==> src/core/bfdma_pkg.sv <==
// constants and carrier types for the board feature / dma control block
// assumes one system clock; used by bfdma_ctrl, bfdma_chk and tb
package bfdma_pkg;
  // byte offsets, port a / port b
  localparam logic [7:0] BFDMA_FEAT_A = 8'h00;
  localparam logic [7:0] BFDMA_CMD_A = 8'h04;
  localparam logic [7:0] BFDMA_CMD_B = 8'h08;
  localparam logic [7:0] BFDMA_RXB_A = 8'h0c;
  localparam logic [7:0] BFDMA_TXB_A = 8'h10;
  localparam logic [7:0] BFDMA_RXB_B = 8'h14;
  localparam logic [7:0] BFDMA_TXB_B = 8'h18;
  localparam logic [7:0] BFDMA_FEAT_B = 8'h1c;
  localparam logic [7:0] BFDMA_CRX_A = 8'h20;
  localparam logic [7:0] BFDMA_CTX_A = 8'h24;
  localparam logic [7:0] BFDMA_CRX_B = 8'h28;
  localparam logic [7:0] BFDMA_CTX_B = 8'h2c;
  localparam logic [7:0] BFDMA_STAT = 8'h30;
  // feature control fields, port a; port b adds BFDMA_F_PORT_OFS (synth), BFDMA_F_MODE_OFS (mode) or 1 (uart)
  localparam int BFDMA_F_DATA = 0;
  localparam int BFDMA_F_SCLK = 1;
  localparam int BFDMA_F_LATCH = 3;
  localparam int BFDMA_F_PORT_OFS = 8;
  localparam int BFDMA_F_ECHO = 16;
  localparam int BFDMA_F_TCLK = 17;
  localparam int BFDMA_F_TDAT = 18;
  localparam int BFDMA_F_MODE_OFS = 4;
  localparam int BFDMA_F_UART = 24;
  // writable feature bits; 26..31 reserved, kept zero
  localparam logic [31:0] BFDMA_FEAT_MASK = 32'h0377_0b0b;
  localparam logic [31:0] BFDMA_FEAT_RST = 32'h0000_0000;
  // command bits
  localparam int BFDMA_C_GO_RX = 0;
  localparam int BFDMA_C_GO_TX = 1;
  localparam int BFDMA_C_RST_RX = 4;
  localparam int BFDMA_C_RST_TX = 5;
  localparam int BFDMA_C_STOP_RX = 8;
  localparam int BFDMA_C_STOP_TX = 9;
  localparam int BFDMA_C_MRST = 16;
  localparam logic [31:0] BFDMA_ADDR_RST = 32'h0000_0000;
  localparam logic [4:0] BFDMA_STAT_RST = 5'h0f;
  localparam logic [1:0] BFDMA_RESP_OKAY = 2'b00;
  localparam logic [1:0] BFDMA_RESP_SLVERR = 2'b10;

  typedef enum logic [1:0] {BFDMA_IDLE, BFDMA_FETCH, BFDMA_RUN} bfdma_dir_e;

  // per-port line controls toward the serial front end
  typedef struct packed {
    logic synth_prog_data;
    logic synth_prog_sclk;
    logic synth_prog_latch;
    logic rx_blank_on_tx;
    logic txclk_tristate_idle;
    logic txdata_tristate_idle;
    logic uart_select;
  } bfdma_lines_s;

  // per-direction request toward the descriptor engine
  typedef struct packed {
    logic fetch;
    logic [31:0] addr;
    logic flush;
    logic halt_irq;
  } bfdma_dreq_s;

  // per-direction report from the descriptor engine
  typedef struct packed {
    logic busy;
    logic done;
    logic desc_valid;
    logic [31:0] desc_addr;
  } bfdma_drep_s;
endpackage

==> src/core/bfdma_ctrl.sv <==
// board feature, dma command and dma status registers for two serial ports
// assumes an axi4-lite master on clock and a descriptor engine that reports
// fetched descriptors, chain end and fatal bus faults on the same clock
//
// Overview of operation
// - feature bits drive port a synth lines
// - feature bits drive port b synth lines
// - echo cancel blanks receiver while transmitting
// - tx clock driver tristates when idle
// - tx data driver tristates when idle
// - connection select routes uart or sync
// - command bits act on one, self-clear
// - go rx fetches receive base descriptor
// - go tx fetches transmit base descriptor
// - rx reset flushes, returns to idle
// - tx reset flushes, returns to idle
// - rx stop halts and raises irq
// - tx stop halts and raises irq
// - master reset only in port a
// - enable bits 24, 25 do nothing
// - rx descriptor base registers per port
// - tx descriptor base registers per port
// - current descriptor address read-only registers
// - status bits report stopped and dead
// - master dead holds until master reset
`timescale 1ns/100ps
module bfdma_ctrl (
  input wire logic clock,
  input wire logic arst_n,
  input wire logic clk_en,
  input wire logic [7:0] s_axi_awaddr,
  input wire logic s_axi_awvalid,
  output logic s_axi_awready,
  input wire logic [31:0] s_axi_wdata,
  input wire logic [3:0] s_axi_wstrb,
  input wire logic s_axi_wvalid,
  output logic s_axi_wready,
  output logic [1:0] s_axi_bresp,
  output logic s_axi_bvalid,
  input wire logic s_axi_bready,
  input wire logic [7:0] s_axi_araddr,
  input wire logic s_axi_arvalid,
  output logic s_axi_arready,
  output logic [31:0] s_axi_rdata,
  output logic [1:0] s_axi_rresp,
  output logic s_axi_rvalid,
  input wire logic s_axi_rready,
  input wire logic [1:0] tx_active,
  output bfdma_pkg::bfdma_lines_s [1:0] port_lines,
  output logic [1:0] rx_enable,
  output logic [1:0] txclk_drive_en,
  output logic [1:0] txdata_drive_en,
  // index: 0 rx a, 1 tx a, 2 rx b, 3 tx b
  output bfdma_pkg::bfdma_dreq_s [3:0] dma_req,
  input wire bfdma_pkg::bfdma_drep_s [3:0] dma_rep,
  input wire logic bus_fault,
  output logic master_reset
);
  import bfdma_pkg::*;

  // ----------------------------------------------------------------
  // bus slave
  // ----------------------------------------------------------------
  logic aw_held_reg;
  logic [7:0] aw_addr_reg;
  logic w_held_reg;
  logic [31:0] w_data_reg;
  logic [3:0] w_strb_reg;
  logic bvalid_reg;
  logic [1:0] bresp_reg;
  logic rvalid_reg;
  logic [31:0] rdata_reg;
  logic [1:0] rresp_reg;
  logic aw_rdy_reg, w_rdy_reg, ar_rdy_reg;
  wire aw_take = s_axi_awvalid && aw_rdy_reg;
  wire w_take = s_axi_wvalid && w_rdy_reg;
  wire do_write = aw_held_reg && w_held_reg && !bvalid_reg;
  wire ar_take = s_axi_arvalid && ar_rdy_reg;
  wire bvalid_next = do_write || (bvalid_reg && !s_axi_bready);
  wire rvalid_next = ar_take || (rvalid_reg && !s_axi_rready);
  wire [7:0] wa = aw_addr_reg;
  wire [7:0] ra = s_axi_araddr;
  // full-word byte merge for partial strobes
  function automatic logic [31:0] merge(input logic [31:0] old, input logic [31:0] nw, input logic [3:0] st);
    logic [31:0] r;
    r = old;
    for (int i = 0; i < 4; i++) begin
      if (st[i]) begin
        r[i*8 +: 8] = nw[i*8 +: 8];
      end
    end
    return r;
  endfunction
  // ----------------------------------------------------------------
  // registers
  // ----------------------------------------------------------------
  logic [31:0] feat_reg [2];
  logic [31:0] rx_base_reg [2];
  logic [31:0] tx_base_reg [2];
  logic [31:0] cur_reg [4];
  bfdma_dir_e dir_reg [4];
  logic [3:0] halted_reg;
  logic dead_reg;
  bfdma_dreq_s [3:0] req_reg;
  logic mrst_reg;
  bfdma_lines_s [1:0] lines_reg;
  logic [1:0] rxen_reg;
  logic [1:0] tcen_reg;
  logic [1:0] tden_reg;
  wire wr_feat_a = do_write && (wa == BFDMA_FEAT_A);
  wire wr_feat_b = do_write && (wa == BFDMA_FEAT_B);
  wire wr_cmd_a = do_write && (wa == BFDMA_CMD_A);
  wire wr_cmd_b = do_write && (wa == BFDMA_CMD_B);
  wire wr_rxb_a = do_write && (wa == BFDMA_RXB_A);
  wire wr_txb_a = do_write && (wa == BFDMA_TXB_A);
  wire wr_rxb_b = do_write && (wa == BFDMA_RXB_B);
  wire wr_txb_b = do_write && (wa == BFDMA_TXB_B);
  wire wr_ro = do_write && ((wa == BFDMA_CRX_A) || (wa == BFDMA_CTX_A) || (wa == BFDMA_CRX_B) ||
    (wa == BFDMA_CTX_B) || (wa == BFDMA_STAT));
  wire wr_hit = wr_feat_a || wr_feat_b || wr_cmd_a || wr_cmd_b || wr_rxb_a || wr_txb_a || wr_rxb_b ||
    wr_txb_b || wr_ro;
  wire [31:0] wcmd = w_data_reg & {{8{w_strb_reg[3]}}, {8{w_strb_reg[2]}}, {8{w_strb_reg[1]}},
    {8{w_strb_reg[0]}}};
  wire [1:0] cmd_hit = {wr_cmd_b, wr_cmd_a};
  // master reset only from port a
  wire mrst_cmd = wr_cmd_a && wcmd[BFDMA_C_MRST];
  // ----------------------------------------------------------------
  // read mux
  // ----------------------------------------------------------------
  wire [31:0] stat_word = {27'h0, dead_reg, halted_reg};
  logic [31:0] rd_word;
  logic rd_ok;
  always_comb begin
    rd_ok = 1'b1;
    rd_word = 32'h0000_0000;
    if (ra == BFDMA_FEAT_A) begin
      rd_word = feat_reg[0];
    end else if (ra == BFDMA_FEAT_B) begin
      rd_word = feat_reg[1];
    end else if ((ra == BFDMA_CMD_A) || (ra == BFDMA_CMD_B)) begin
      rd_word = 32'h0000_0000;
    end else if (ra == BFDMA_RXB_A) begin
      rd_word = rx_base_reg[0];
    end else if (ra == BFDMA_TXB_A) begin
      rd_word = tx_base_reg[0];
    end else if (ra == BFDMA_RXB_B) begin
      rd_word = rx_base_reg[1];
    end else if (ra == BFDMA_TXB_B) begin
      rd_word = tx_base_reg[1];
    end else if (ra == BFDMA_CRX_A) begin
      rd_word = cur_reg[0];
    end else if (ra == BFDMA_CTX_A) begin
      rd_word = cur_reg[1];
    end else if (ra == BFDMA_CRX_B) begin
      rd_word = cur_reg[2];
    end else if (ra == BFDMA_CTX_B) begin
      rd_word = cur_reg[3];
    end else if (ra == BFDMA_STAT) begin
      rd_word = stat_word;
    end else begin
      rd_ok = 1'b0;
    end
  end
  always_ff @(posedge clock or negedge arst_n) begin
    if (!arst_n) begin
      aw_held_reg <= 1'b0;
      aw_addr_reg <= 8'h00;
      w_held_reg <= 1'b0;
      w_data_reg <= 32'h0000_0000;
      w_strb_reg <= 4'h0;
      bvalid_reg <= 1'b0;
      bresp_reg <= BFDMA_RESP_OKAY;
      aw_rdy_reg <= 1'b1;
      w_rdy_reg <= 1'b1;
    end else if (clk_en) begin
      aw_rdy_reg <= !bvalid_next && !aw_held_reg && !aw_take;
      w_rdy_reg <= !bvalid_next && !w_held_reg && !w_take;
      if (aw_take) begin
        aw_held_reg <= 1'b1;
        aw_addr_reg <= {s_axi_awaddr[7:2], 2'b00};
      end
      if (w_take) begin
        w_held_reg <= 1'b1;
        w_data_reg <= s_axi_wdata;
        w_strb_reg <= s_axi_wstrb;
      end
      if (do_write) begin
        aw_held_reg <= 1'b0;
        w_held_reg <= 1'b0;
        bvalid_reg <= 1'b1;
        bresp_reg <= wr_hit ? BFDMA_RESP_OKAY : BFDMA_RESP_SLVERR;
      end else if (bvalid_reg && s_axi_bready) begin
        bvalid_reg <= 1'b0;
      end
    end
  end
  always_ff @(posedge clock or negedge arst_n) begin
    if (!arst_n) begin
      rvalid_reg <= 1'b0;
      rdata_reg <= 32'h0000_0000;
      rresp_reg <= BFDMA_RESP_OKAY;
      ar_rdy_reg <= 1'b1;
    end else if (clk_en) begin
      ar_rdy_reg <= !rvalid_next;
      if (ar_take) begin
        rvalid_reg <= 1'b1;
        rdata_reg <= rd_word;
        rresp_reg <= rd_ok ? BFDMA_RESP_OKAY : BFDMA_RESP_SLVERR;
      end else if (rvalid_reg && s_axi_rready) begin
        rvalid_reg <= 1'b0;
      end
    end
  end
  // ----------------------------------------------------------------
  // per-port feature, base address and line control
  // ----------------------------------------------------------------
  wire [1:0] feat_wr = {wr_feat_b, wr_feat_a};
  wire [1:0] rxb_wr = {wr_rxb_b, wr_rxb_a};
  wire [1:0] txb_wr = {wr_txb_b, wr_txb_a};
  for (genvar p = 0; p < 2; p++) begin : g_port
    localparam int DO = p * BFDMA_F_PORT_OFS;
    localparam int MO = p * BFDMA_F_MODE_OFS;
    wire [31:0] fw = feat_reg[p];
    always_ff @(posedge clock or negedge arst_n) begin
      if (!arst_n) begin
        feat_reg[p] <= BFDMA_FEAT_RST;
        rx_base_reg[p] <= BFDMA_ADDR_RST;
        tx_base_reg[p] <= BFDMA_ADDR_RST;
        lines_reg[p] <= '0;
        rxen_reg[p] <= 1'b1;
        tcen_reg[p] <= 1'b1;
        tden_reg[p] <= 1'b1;
      end else if (clk_en) begin
        if (feat_wr[p]) begin
          feat_reg[p] <= merge(feat_reg[p], w_data_reg, w_strb_reg) & BFDMA_FEAT_MASK;
        end
        if (rxb_wr[p]) begin
          rx_base_reg[p] <= merge(rx_base_reg[p], w_data_reg, w_strb_reg);
        end
        if (txb_wr[p]) begin
          tx_base_reg[p] <= merge(tx_base_reg[p], w_data_reg, w_strb_reg);
        end
        lines_reg[p].synth_prog_data <= fw[BFDMA_F_DATA + DO];
        lines_reg[p].synth_prog_sclk <= fw[BFDMA_F_SCLK + DO];
        lines_reg[p].synth_prog_latch <= fw[BFDMA_F_LATCH + DO];
        lines_reg[p].rx_blank_on_tx <= fw[BFDMA_F_ECHO + MO];
        lines_reg[p].txclk_tristate_idle <= fw[BFDMA_F_TCLK + MO];
        lines_reg[p].txdata_tristate_idle <= fw[BFDMA_F_TDAT + MO];
        lines_reg[p].uart_select <= fw[BFDMA_F_UART + p];
        rxen_reg[p] <= !(fw[BFDMA_F_ECHO + MO] && tx_active[p]);
        tcen_reg[p] <= !fw[BFDMA_F_TCLK + MO] || tx_active[p];
        tden_reg[p] <= !fw[BFDMA_F_TDAT + MO] || tx_active[p];
      end
    end
  end
  // ----------------------------------------------------------------
  // per-direction dma command sequencing
  // ----------------------------------------------------------------
  for (genvar d = 0; d < 4; d++) begin : g_dir
    localparam int P = d / 2;
    localparam bit IS_TX = (d % 2) == 1;
    localparam int GO = IS_TX ? BFDMA_C_GO_TX : BFDMA_C_GO_RX;
    localparam int RS = IS_TX ? BFDMA_C_RST_TX : BFDMA_C_RST_RX;
    localparam int SP = IS_TX ? BFDMA_C_STOP_TX : BFDMA_C_STOP_RX;
    wire c_go = cmd_hit[P] && wcmd[GO];
    wire c_rst = cmd_hit[P] && wcmd[RS];
    wire c_stop = cmd_hit[P] && wcmd[SP];
    wire [31:0] base = IS_TX ? tx_base_reg[P] : rx_base_reg[P];
    always_ff @(posedge clock or negedge arst_n) begin
      if (!arst_n) begin
        dir_reg[d] <= BFDMA_IDLE;
        halted_reg[d] <= BFDMA_STAT_RST[d];
        cur_reg[d] <= BFDMA_ADDR_RST;
        req_reg[d] <= '0;
      end else if (clk_en) begin
        req_reg[d].fetch <= 1'b0;
        req_reg[d].flush <= 1'b0;
        req_reg[d].halt_irq <= 1'b0;
        if (dma_rep[d].desc_valid) begin
          cur_reg[d] <= dma_rep[d].desc_addr;
        end
        // idle; flush on reset or master reset, not on a dead master
        // reset, master reset and a dead master win over go
        if (c_rst || mrst_cmd || dead_reg) begin
          dir_reg[d] <= BFDMA_IDLE;
          halted_reg[d] <= 1'b1;
          req_reg[d].flush <= c_rst || mrst_cmd;
        end else if (c_stop) begin
          dir_reg[d] <= BFDMA_IDLE;
          halted_reg[d] <= 1'b1;
          req_reg[d].halt_irq <= 1'b1;
        end else if (c_go) begin
          dir_reg[d] <= BFDMA_FETCH;
          halted_reg[d] <= 1'b0;
          req_reg[d].fetch <= 1'b1;
          req_reg[d].addr <= base;
          cur_reg[d] <= base;
        end else begin
          case (dir_reg[d])
            BFDMA_FETCH: begin
              if (dma_rep[d].busy) begin
                dir_reg[d] <= BFDMA_RUN;
              end
            end
            BFDMA_RUN: begin
              if (dma_rep[d].done) begin
                dir_reg[d] <= BFDMA_IDLE;
                halted_reg[d] <= 1'b1;
              end
            end
            default: begin
              dir_reg[d] <= BFDMA_IDLE;
            end
          endcase
        end
      end
    end
  end
  // ----------------------------------------------------------------
  // master engine status
  // ----------------------------------------------------------------
  always_ff @(posedge clock or negedge arst_n) begin
    if (!arst_n) begin
      dead_reg <= 1'b0;
      mrst_reg <= 1'b0;
    end else if (clk_en) begin
      mrst_reg <= mrst_cmd;
      // dead sticks; fault wins over reset
      if (bus_fault) begin
        dead_reg <= 1'b1;
      end else if (mrst_cmd) begin
        dead_reg <= 1'b0;
      end
    end
  end
  assign s_axi_awready = aw_rdy_reg;
  assign s_axi_wready = w_rdy_reg;
  assign s_axi_bvalid = bvalid_reg;
  assign s_axi_bresp = bresp_reg;
  assign s_axi_arready = ar_rdy_reg;
  assign s_axi_rvalid = rvalid_reg;
  assign s_axi_rdata = rdata_reg;
  assign s_axi_rresp = rresp_reg;
  assign port_lines = lines_reg;
  assign rx_enable = rxen_reg;
  assign txclk_drive_en = tcen_reg;
  assign txdata_drive_en = tden_reg;
  assign dma_req = req_reg;
  assign master_reset = mrst_reg;
endmodule

==> config.mk <==
export PLATFORM = sky130hd
export DESIGN_NAME = bfdma_ctrl
export DESIGN_NICKNAME = d
export VERILOG_FILES = /design/src/core/bfdma_pkg.sv /design/src/core/bfdma_ctrl.sv
export SDC_FILE = /design/constraint.sdc
export NUM_CORES = 1
export LEC_CHECK = 0
export BUFFER_PORTS_ARGS = -buffer_cell sky130_fd_sc_hd__buf_2
export CAP_MARGIN = 20
export CORE_MARGIN = 2
export CORE_UTILIZATION = 31
export DETAILED_ROUTE_END_ITERATION = 12
export GPL_ROUTABILITY_DRIVEN = 0
export SLEW_MARGIN = 20
export SYNTH_ARGS = -nofsm -noshare
export SYNTH_HDL_FRONTEND = slang
export SYNTH_SLANG_ARGS = --single-unit
==> constraint.sdc <==
create_clock -name clock -period 2.5 [get_ports clock]
set_input_delay 0.5 -clock clock [delete_from_list [all_inputs] [get_ports clock]]
set_output_delay 0.5 -clock clock [all_outputs]
set_load 0.02 [all_outputs]
After elaboration in Yosys (flattened, before gate mapping). Cells that the tools add are included.

Input bits: 203. Logic and storage cells: 395. Output and inout port bits: 202. Bits in registers: 543.

Eq/ne operators: 40. Reductions and logical operators: 139. Muxes and demuxes: 120. Bitwise logic cells: 9.

Operators by type and width (number): $mux 32 (27); $mux 33 (12); $reduce_and 3->1 (32); $mux 1 (54); $mux 2 (22); $eq 8x6->1 const B (5); $ne 5x5->1 const B (8); $logic_and 1x1->1 (37); $eq 8x5->1 const B (4); $reduce_bool 4->1 (8); $eq 6x4->1 const B (5); $logic_or 1x1->1 (27); $eq 6x3->1 const B (4); $reduce_and 2->1 (9); $and 17x17->17 (1); $eq 8x4->1 const B (2); $logic_not 8->1 (2); $pmux 2 s2 (4); $reduce_and 4->1 (4); $logic_not 1->1 (15); $eq 6x2->1 const B (2); $reduce_bool 2->1 (5); $eq 2x1->1 const B (4); $eq 2x2->1 const B (4); other kinds (4) (11).

Longest topological paths before layout. Gate-level depths: netlist of run 1.

Depth in word-level cells: 14. Gate-level depth with buffers: 8. Depth with buffers taken out: 5.

Worst setup path before layout of run 1. No wires, ideal clock.

Kind: input to register. Start: in s_axi_araddr[2]. End: reg rdata_reg[13] (netlist: s_axi_rdata[13]). Slack: 0.363 ns. Cell stages on the path: 7. Data arrival time: 2.011 ns. Setup time: 0.126 ns. Required time: 2.374 ns. Buffers on the path: 3. Cell sequence: buf_2 buf_2 buf_1 mux4_2 a32oi_1 nor2_1 a221o_1.

Cells in the longest elaborated chain, start to end: 12. Elaborated cells on any way between the ends: 24. Classes of those cells: eq/ne: 11; mux: 11; reduce/logical: 2.

RTL lines: start, declared (line bfdma_ctrl.sv:41) `input wire logic [7:0] s_axi_araddr,`; $eq 8x6->1 (line bfdma_ctrl.sv:156) `end else if (ra == BFDMA_CTX_B) begin`; $mux 32 (line bfdma_ctrl.sv:156); $mux 32 (line bfdma_ctrl.sv:154) `end else if (ra == BFDMA_CRX_B) begin`; $mux 32 (line bfdma_ctrl.sv:152) `end else if (ra == BFDMA_CTX_A) begin`; $mux 32 (line bfdma_ctrl.sv:150) `end else if (ra == BFDMA_CRX_A) begin`; $mux 32 (line bfdma_ctrl.sv:148) `end else if (ra == BFDMA_TXB_B) begin`; $mux 32 (line bfdma_ctrl.sv:146) `end else if (ra == BFDMA_RXB_B) begin`; $mux 32 (line bfdma_ctrl.sv:144) `end else if (ra == BFDMA_TXB_A) begin`; $mux 32 (line bfdma_ctrl.sv:142) `end else if (ra == BFDMA_RXB_A) begin`; $mux 32 (line bfdma_ctrl.sv:140) `end else if ((ra == BFDMA_CMD_A) || (ra == BFDMA_CMD_B)) begin`; $mux 32 (line bfdma_ctrl.sv:138) `end else if (ra == BFDMA_FEAT_B) begin`; $mux 32 (*) (line bfdma_ctrl.sv:136) `if (ra == BFDMA_FEAT_A) begin`; end signal, assigned (line bfdma_ctrl.sv:207) `rdata_reg <= rd_word;`; end, declared (line bfdma_ctrl.sv:72) `logic [31:0] rdata_reg;`.

Mark *: on every way between the ends. The rest lies on a longest branch, timed or not. A chain may end at the register's enable or synchronous reset.

Final worst setup path of run 1.
Start: reg ar_rdy_reg (netlist: s_axi_arready). End: reg rdata_reg[14] (netlist: s_axi_rdata[14]).

Cells in the longest elaborated chain, start to end: 2.

RTL lines: start, declared (line bfdma_ctrl.sv:74) `logic aw_rdy_reg, w_rdy_reg, ar_rdy_reg;`; start signal, assigned (line bfdma_ctrl.sv:204) `ar_rdy_reg <= !rvalid_next;`; $logic_and 1x1->1 (line bfdma_ctrl.sv:78) `wire ar_take = s_axi_arvalid && ar_rdy_reg;`; $reduce_and 2->1 (no line).

Every way passes these cells.

==> results of run 1 <==
[cells in the final DEF, fill, tap and decap left out, types with 7 or more instances in the layout]
| master | synthesis | routed |
|---|---|---|
| a221oi_1 | 13 | 13 |
| a2111oi_0 | 8 | 8 |
| inv_1 | 30 | 30 |
| buf_4 | 2 | 130 |
| clkbuf_1 | 89 | 7 |
| dfstp_2 | 13 | 13 |
| o221ai_1 | 15 | 15 |
| mux2_1 | 37 | 37 |
| a211oi_1 | 10 | 10 |
| bufinv_16 | 0 | 7 |
| dfrtp_1 | 528 | 528 |
| nor3_1 | 23 | 23 |
| clkbuf_8 | 0 | 10 |
| nand3_1 | 28 | 26 |
| buf_12 | 0 | 32 |
| nor2_2 | 13 | 13 |
| buf_2 | 27 | 396 |
| clkinv_2 | 0 | 11 |
| a22o_1 | 16 | 16 |
| nand2_1 | 68 | 66 |
| a22oi_1 | 18 | 18 |
| a2bb2oi_2 | 30 | 30 |
| mux4_2 | 9 | 9 |
| o22ai_1 | 154 | 154 |
| a31oi_1 | 7 | 7 |
| o21ai_0 | 45 | 45 |
| nor2b_1 | 10 | 10 |
| mux2_2 | 316 | 316 |
| a21o_1 | 23 | 23 |
| nand2b_1 | 16 | 15 |
| a21oi_1 | 36 | 36 |
| clkbuf_16 | 0 | 58 |
| nor2_1 | 54 | 54 |
| a2bb2oi_1 | 100 | 100 |
| mux2i_1 | 19 | 19 |
| clkinvlp_4 | 0 | 9 |
[area by class of cell]
cell class              count  area (sq um)
fillers                  7407         46750
flip-flops and latches    541         13550
multi-input cells        1188          9975
repair buffers            561          3635
clock buffers              75          1615
well taps                1040          1301
clock inverters            32         389.1
inverters                  30         112.6
diodes                      1         2.502
[worst min-delay path by stage]
| stage | start | endpoint | slack, ps | cells past startpoint |
|---|---|---|---|---|
| after global placement | s_axi_rdata[7] | s_axi_rdata[7] | 460 | 1 |
| after detailed placement | s_axi_rdata[7] | s_axi_rdata[7] | 460 | 1 |
| final | tx_active[1] | rx_enable[1] | 80 | 2 |
| after floorplan | arst_n | aw_addr_reg[2] | 200 | 0 |
| after CTS | tx_active[1] | rx_enable[1] | 50 | 2 |
| after global routing | tx_active[1] | rx_enable[1] | 70 | 2 |
[power groups by stage]
stage                     registers [mW]  clock network [mW]  logic [mW]
after floorplan                     11.0                   0        2.14
after CTS                           11.3                9.20        3.86
final                               11.3                9.05        3.86
after global routing                11.5                9.57        4.14
after global placement              11.4                   0        3.74
after detailed placement            11.4                   0        3.84
[cell usage after synthesis (7+ instances only)]
| cell | instances |
|---|---|
| dfstp_2 | 13 |
| o22ai_1 | 154 |
| a31oi_1 | 7 |
| clkbuf_1 | 89 |
| nor2b_1 | 10 |
| mux2i_1 | 19 |
| a2bb2oi_2 | 30 |
| buf_1 | 13 |
| a21oi_1 | 36 |
| nand3_1 | 28 |
| inv_1 | 30 |
| a221oi_1 | 13 |
| a22oi_1 | 18 |
| a21o_1 | 23 |
| o221ai_1 | 15 |
| a2111oi_0 | 8 |
| o21ai_0 | 45 |
| nor3_1 | 23 |
| buf_2 | 27 |
| mux2_1 | 37 |
| a2bb2oi_1 | 100 |
| a211oi_1 | 10 |
| nor2_2 | 13 |
| nand2b_1 | 16 |
| dfrtp_1 | 528 |
| mux4_2 | 9 |
| a22o_1 | 16 |
| nand2_1 | 68 |
| nor2_1 | 54 |
| mux2_2 | 316 |
[metrics by stage]
stage	worst slack, ps	hold slack (ps)
final	102.4	79.97
after global routing	66.86	72.80
after CTS	168.9	50.50
after detailed placement	23.06	463.7
after global placement	62.11	462.3
after floorplan	362.8	204.4
[layer usage]
metal  GRT usage, %  part of all wire [%]
met3          5.870                   7.6
met2          38.28                    46
met5              0                 0.037
met4          10.24                   4.6
met1          31.32                    42
[worst reg2reg max path: cells and delay by family (launching register included)]
family / cells / cell delay (ps)
AO/OA/AOI/OAI: 3 / 840
buffers and inverters: 2 / 590
flip-flops: 1 / 570
AND/OR/NAND/NOR: 2 / 320
[logic make-up after synthesis]
| group | synth area share, % |
|---|---|
| DFF | 56.07 |
| AOI/OAI and AO/OA | 17.04 |
| muxes | 18.07 |
| and+or+nand+nor | 5.781 |
| buffers and inverters | 2.950 |
| adders and majority gates | 0.04141 |
| other | 0.01551 |
| xor gates and xnor gates | 0.03623 |
==> run summary, run 1 <==
Run status: finished clean
Clock buffer count from CTS: 57
Overall die area: 80240 sq um
Clock group share of total power: 37.3%
Relative area change from synthesis to final layout: 26.51%
Count of final setup violators: 0
Fraction of the core area covered by cells at the end of the flow: 39.55%
Clock Latency Late Sink: 620 ps
Sw Share: 29.91%
Post-layout total power: 24.22 mW
Cell types occupying the most area after synthesis: dfrtp_1 (55%), mux2_2 (15%), o22ai_1 (4.0%)
Number of placed instances with taps included: 3359
Number of H-tree levels: 2
Area of the placeable core: 77340 sq um
Count of cell instances traversed by the critical path: 7
Hold buffer count at CTS: 1
CP dominant cell by count: buf_4
Total routing resource utilization after global routing: 24.08%
Y dimension of the die: 283.3 microns
Final Routed Wirelength: 98320 microns
Reg2reg end: s_axi_rdata[14]
Min Clock Period, post-route: 2398 ps
#FFs+latches synth: 541
Placement-stage cell area: 28570 sq um
Port Buffer Count: 400
Post-CTS clock slew at the launch and capture registers of the worst setup and hold paths: 60 ps
Worst setup path category: flip-flop to flip-flop
Start of the worst register-to-register path: s_axi_arready
Unrepaired setup endpoints after global routing: false
Setup Skew: 22.20 ps
YS warnings: 0
Proportion of synthesized chip area in sequential cells: 56.07%
Reported leakage power: 14.59 nW
Proportion of layout cells with a drive suffix above 1: 43.92%
Summed instance area of the synthesized netlist: 24180 sq um
Finished Layout Cells: 3468
Crit path DAT: 2950 ps
Number of primary I/O pins: 405
Ordered cell list for the critical path: nand3_2, buf_4, a31oi_1, buf_4, o21ai_0, nor2_1, a221o_1
Setup slack, reg-to-reg: 100 ps
Critical path buffer and inverter count: 2
Element type at the critical path start: flip-flop
GRT overflow: 0
Number of gates given a new drive strength after cts: 0
Part of the total power dissipated in combinational logic: 15.9%
Launch point of the worst path: s_axi_arready
Horiz. Die Dim: 283.3 microns
Required time worst endpoint: 3050 ps
Number of antenna violations at the first check in global routing: 4
Number of sinks handled by clock tree synthesis: 541
Vias in the first global route: 20370
NetSw: 7.246 mW
PD cells: 792.1 nW/um^2
Final design instance area without fill: 30580 sq um
Number of detailed-route iterations in the first pass: 8
Clock Tree Buf Depth: 3
HPWL reported at the end of detailed placement: 71480 microns
Largest register FFs: 140
Total setup buffers inserted after CTS: 0
Pins over their slew limit: 0
Global-route wire length before repair: 143200 microns
Period utilization: 95.90%
Power share of the sequential group: 46.7%
Sort of element at the end of the critical path: flip-flop
Pint: 16.98 mW
Max-capacitance violation count: 0
Max rail drop VDD: 0.0005251 V
Slowest library cell on the worst path: a31oi_1
Violation count after the first detailed-routing iteration: 1409
Largest area contributor in the synthesized netlist: dfrtp_1
Async SR Flop Fraction: 100.0%
Number of enable flip-flop cells after synthesis: 0
Largest net degree at the start of global routing: 75
Initial core utilization: 31.26%
Remaining number of nets flagged by the antenna check after routing: 0
Worst min-delay path category: primary input to flip-flop
Slew at the pin with the worst max-slew slack: 936.6 ps
Fmax: 0.4171 GHz
Timing endpoint of the critical path: s_axi_rdata[14]
Top fanout value on the critical path: 20
Depth of the most critical reg-to-reg path: 7
Share of the synthesized area in the top cell type: 54.65%
Slowest stage delay, CP: 640 ps
Routed vias/inst: 5.574
Dominant delay contributor by cell family on the critical path: compound AO/OA/AOI/OAI gates
Hold violation total from the final report: 0
Total number of vias: 19330
Number of instances in the synthesized netlist: 1895
Post-Synthesis Mean Instance Area: 12.76 sq um
Number of design rule violations left after detail routing: 0
Site row count: 102
Clk Tree Root Cell: clkbuf_16
Final #Nets: 2582
Worst slew margin relative to its limit: 37.33%
Clock tree from TritonCTS: built
Accumulated negative setup slack: 0 ps
Top_reg_cell synth: dfrtp_1
Routed length per instance: 28.35 microns
Distinct cell type count after synthesis: 80
No activity file was read; power rests on OpenSTA's default activity.
==> inputs of run 2 (changes only) <==
--- a/config.mk
+++ b/config.mk
@@ -8,9 +8,10 @@
 export BUFFER_PORTS_ARGS = -buffer_cell sky130_fd_sc_hd__buf_2
 export CAP_MARGIN = 20
 export CORE_MARGIN = 2
-export CORE_UTILIZATION = 31
+export CORE_UTILIZATION = 55
 export DETAILED_ROUTE_END_ITERATION = 12
 export GPL_ROUTABILITY_DRIVEN = 0
+export PLACE_DENSITY = 0.78
 export SLEW_MARGIN = 20
 export SYNTH_ARGS = -nofsm -noshare
 export SYNTH_HDL_FRONTEND = slang
==> run 2 against run 1 <==
  * Critical path depth shrank 1
  * Cell count shrank 14%
  * Power shrank 3.8%
  * Non-clock buffer count shrank 20
  * Worst setup slack lost 2.2 ps
  * Largest power group unchanged
  * Clock power shrank 8.8%
  * Cell area shrank 3.5%
  * Combinational power shrank 5.2%
  * Critical path type unchanged
  * Hold slack lost 2.3 ps
  * Maximum frequency is essentially flat
  * Clock skew shrank 1.5 ps
==> run summary, run 2 (synthesis results as in run 1) <==
Run status: finished clean
Largest register FFs: 140
Hold path depth: 2
Top fanout value on the critical path: 32
Horiz. Die Dim: 213.7 microns
Vias in the first global route: 20690
Worst setup path category: flip-flop to flip-flop
Crit path DAT: 2870 ps
Max-capacitance violation count: 0
Depth of the most critical reg-to-reg path: 6
Slew at the pin with the worst max-slew slack: 858.2 ps
Clock Tree Buf Depth: 3
Pins over their slew limit: 0
Total setup buffers inserted after CTS: 0
Final Routed Wirelength: 88630 microns
Number of antenna violations at the first check in global routing: 11
Most common cell after layout, fill and taps aside: dfrtp_1
Clk Tree Root Cell: clkbuf_16
Fmax: 0.4167 GHz
Number of placed instances with taps included: 2884
Hold violation total from the final report: 0
Port Buffer Count: 400
Final #Nets: 2559
Largest net degree at the start of global routing: 81
Worst min-delay path category: primary input to flip-flop
Initial core utilization: 55.88%
Total routing resource utilization after global routing: 38.78%
Element type at the critical path start: flip-flop
Number of design rule violations left after detail routing: 0
Remaining number of nets flagged by the antenna check after routing: 0
Post-CTS clock slew at the launch and capture registers of the worst setup and hold paths: 60 ps
Unrepaired setup endpoints after global routing: false
Finished Layout Cells: 2993
Commonest non-fill, non-tap cells in the layout: dfrtp_1 (528), buf_2 (397), mux2_2 (316)
Y dimension of the die: 213.7 microns
Routed vias/inst: 6.750
Min Clock Period, post-route: 2400 ps
Placement-stage cell area: 27690 sq um
Required time worst endpoint: 2970 ps
Clock tree from TritonCTS: built
Setup Skew: 20.67 ps
Post-layout total power: 23.30 mW
Count of final setup violators: 0
Total number of vias: 20200
Area of the placeable core: 43270 sq um
HPWL reported at the end of detailed placement: 60530 microns
Clock Latency Late Sink: 620 ps
Worst slew margin relative to its limit: 42.79%
Site row count: 76
Final design instance area without fill: 29520 sq um
Reported leakage power: 14.35 nW
Violation count after the first detailed-routing iteration: 2712
PD cells: 789.4 nW/um^2
Max rail drop VDD: 0.0005165 V
Period utilization: 95.99%
Number of primary I/O pins: 405
GRT overflow: 0
Relative area change from synthesis to final layout: 22.10%
Proportion of layout cells with a drive suffix above 1: 42.80%
Clock buffer count from CTS: 54
Worst Hold Margin: 77.69 ps
Sort of element at the end of the critical path: flip-flop
Global-route wire length before repair: 129200 microns
Number of H-tree levels: 2
Number of sinks handled by clock tree synthesis: 541
Overall die area: 45650 sq um
Number of detailed-route iterations in the first pass: 6
Routed length per instance: 29.61 microns
## run 2: cell count changes in the layout (fill, tap and decap cells not counted), moves of 5 or more
cell	change
clkinvlp_4	-6
buf_4	-9
buf_12	-12
clkbuf_1	+9
diode_2	+10
clkinv_2	-5
## run 2: routing by layer
layer | GRT usage, % | up-vias | share of wire [%]
li1 | - | 8145 | -
met1 | 49.48 | 10080 | 37
met2 | 58.23 | 1563 | 44
met3 | 11.22 | 416 | 12
met4 | 25.07 | 0 | 6.9
met5 | 0 | - | 0
## run 2: timing repair
action                    4_1_cts  5_1_grt
hold endpoints to repair       43        0
gates resized for setup         0        0
hold buffers                    1        0
## run 2: report_power, final
group / switching (mW) / total [mW] / leakage [nW] / internal [mW]
clock: 3.47 / 8.25 / 0.870 / 4.77
sequential: 1.48 / 11.4 / 6.99 / 9.91
combinational: 1.95 / 3.66 / 6.48 / 1.72
total: 6.90 / 23.3 / 14.3 / 16.4
## run 2: worst max-delay path, cell delays in order (launching register included)
cell and delay, ps:
dfrtp_1 470, nor4b_2 420, nand3_1 340, or2_1 320, buf_4 310, o22ai_1 300, a2bb2oi_1 100
## run 2: path summary, 6_finish.rpt
check | end | start | slack, ps
worst max register to register | cur_reg[1] | aw_addr_reg[2] | 100
max in group asynchronous | dma_req[90] | arst_n | 1200
worst min register to register | halted_reg[1] | halted_reg[1] | 470
worst max-delay path | cur_reg[1] | aw_addr_reg[2] | 100
min in group asynchronous | dma_req[9] | arst_n | 430
worst min-delay path | rx_enable[1] | tx_active[1] | 80
## run 2: layout make-up
type | count | area (sq um)
timing repair buffer | 541 | 3332
sequential | 541 | 13550
clock inverter | 14 | 162.7
clock buffer | 83 | 1624
multi-input combinational | 1188 | 9973
inverter | 30 | 112.6
fill | 3132 | 13750
antenna | 11 | 27.53
tap | 585 | 732.0
## run 2: stage by stage
stage / worst slack (ps) / setup TNS [ps] / utilization, %
final: 100.2 / 0 / 68.22
after detailed placement: -16.88 / -21.98 / 64.01
after global placement: 52.80 / 0 / 64.01
after CTS: 135.7 / 0 / 68.16
after floorplan: 362.8 / 0 / -
after global routing: 22.87 / 0 / 68.21
==> inputs of run 3 (changes only) <==
--- a/config.mk
+++ b/config.mk
@@ -12,6 +12,7 @@
 export DETAILED_ROUTE_END_ITERATION = 12
 export GPL_ROUTABILITY_DRIVEN = 0
 export PLACE_DENSITY = 0.78
+export REMOVE_ABC_BUFFERS = 1
 export SLEW_MARGIN = 20
 export SYNTH_ARGS = -nofsm -noshare
 export SYNTH_HDL_FRONTEND = slang
==> run 3 against run 2 <==
  * First-iteration DRC count down 11%
  * Non-clock buffer count rose by 12
  * Largest cell class unchanged
  * Maximum frequency is 1.1% lower
  * Highest routed layer is now met5
  * Register-to-register slack worse by 30 ps
  * Hold slack better by 26 ps
  * Largest power group unchanged
  * Critical endpoint is now g_dir[2].base[0]
==> run summary, run 3 (synthesis results as in run 1) <==
Run status: finished clean
Sort of element at the end of the critical path: flip-flop
Routed length per instance: 29.05 microns
PD cells: 806.6 nW/um^2
Fmax: 0.4123 GHz
Proportion of layout cells with a drive suffix above 1: 43.74%
Worst setup path category: flip-flop to flip-flop
Worst min-delay path category: primary input to flip-flop
Worst slew margin relative to its limit: 17.80%
Fillers: 3028
Fraction of the core area covered by cells at the end of the flow: 69.06%
Depth of the most critical reg-to-reg path: 6
Finished Layout Cells: 3001
Initial core utilization: 55.88%
Setup Skew: 13.32 ps
Unrepaired setup endpoints after global routing: false
Reported leakage power: 14.51 nW
Count of final setup violators: 0
Placement-stage cell area: 27850 sq um
Vias in the first global route: 20740
Number of primary I/O pins: 405
Crit path DAT: 2920 ps
Number of H-tree levels: 2
Number of design rule violations left after detail routing: 0
Commonest non-fill, non-tap cells in the layout: dfrtp_1 (528), buf_2 (397), mux2_2 (316)
Remaining number of nets flagged by the antenna check after routing: 0
HPWL reported at the end of detailed placement: 60140 microns
Fin worst setup slack: 74.58 ps
Number of gates given a new drive strength after cts: 0
Violation count after the first detailed-routing iteration: 2416
Clock tree from TritonCTS: built
Largest register FFs: 140
Horiz. Die Dim: 213.7 microns
Relative area change from synthesis to final layout: 23.60%
Number of detailed-route iterations in the first pass: 8
Number of antenna violations at the first check in global routing: 8
Final design instance area without fill: 29880 sq um
Start of the worst register-to-register path: aw_addr_reg[5]
Y dimension of the die: 213.7 microns
Number of sinks handled by clock tree synthesis: 541
Total number of vias: 20110
Max-capacitance violation count: 0
Final Routed Wirelength: 87180 microns
Pins over their slew limit: 0
Clock Latency Late Sink: 610 ps
Max rail drop VDD: 0.0005184 V
Total routing resource utilization after global routing: 38.28%
Routed vias/inst: 6.702
Period utilization: 97.02%
Final #Nets: 2571
Clk Tree Root Cell: clkbuf_16
Launch point of the worst hold path: tx_active[1]
Clock buffer count from CTS: 54
Hold violation total from the final report: 0
Largest net degree at the start of global routing: 70
Post-Place Worst Slack: -3.335 ps
Area of the placeable core: 43270 sq um
Clock Tree Buf Depth: 3
Site row count: 76
Port Buffer Count: 400
Most common cell after layout, fill and taps aside: dfrtp_1
GRT overflow: 0
Launch point of the worst path: aw_addr_reg[5]
Accumulated negative setup slack: 0 ps
Number of placed instances with taps included: 2893
Top fanout value on the critical path: 8
Global-route wire length before repair: 127600 microns
Slew at the pin with the worst max-slew slack: 1231 ps
Min Clock Period, post-route: 2425 ps
Overall die area: 45650 sq um
Element type at the critical path start: flip-flop
Post-CTS clock slew at the launch and capture registers of the worst setup and hold paths: 60 ps
Hold path depth: 2
Required time worst endpoint: 2990 ps
[run 3: repair_timing]
item / in CTS / in global routing
hold buffers: 1 / 0
setup buffers: 0 / 3
hold endpoints to repair: 43 / 0
endpoints found under the setup margin: 0 / 11
[run 3: area by class of cell]
type | instances | area (sq um) | share of cell area (%)
inverter | 30 | 112.6 | 0.3769
sequential | 541 | 13550 | 45.36
clock inverter | 31 | 484.2 | 1.620
timing repair buffer | 553 | 3497 | 11.70
tap | 585 | 732.0 | 2.450
clock buffer | 69 | 1509 | 5.050
multi-input combinational | 1188 | 9982 | 33.41
antenna | 4 | 10.01 | 0.03350
[run 3: worst max-delay path, stage by stage (launching register included)]
cell and delay, ps:
dfrtp_1 400, and3b_1 410, and3b_1 280, nand3_1 380
nor2_2 310, buf_12 180, mux2_2 350
[run 3: routing by layer]
layer  share of wire, %  track usage [%]
met1                 37            49.71
met2                 45            58.79
met3                 12            9.754
met4                6.2            22.03
met5              0.048                0
[run 3: through the flow]
step / hold slack [ps] / power (mW)
6_report: 103.8 / 24.10
2_1_floorplan: 204.4 / 12.99
3_3_place_gp: 457.8 / 14.84
5_1_grt: 103.0 / 24.87
3_5_place_dp: 467.0 / 15.03
4_1_cts: 92.27 / 24.04
[run 3: final timing paths]
path,end,slack (ps)
hold reg to reg,dma_req[105],480
min in group asynchronous,dma_req[104],440
setup reg to reg,g_dir[2].base[0],70
setup / recovery,g_dir[2].base[0],70
hold / removal,rx_enable[1],100
max in group asynchronous,halted_reg[3],1140
[run 3: power by group]
| part | switching, mW | internal (mW) |
|---|---|---|
| Sequential | 1.33 | 9.91 |
| Combinational | 2.03 | 1.77 |
| Clock | 3.55 | 5.51 |
| Total | 6.91 | 17.2 |
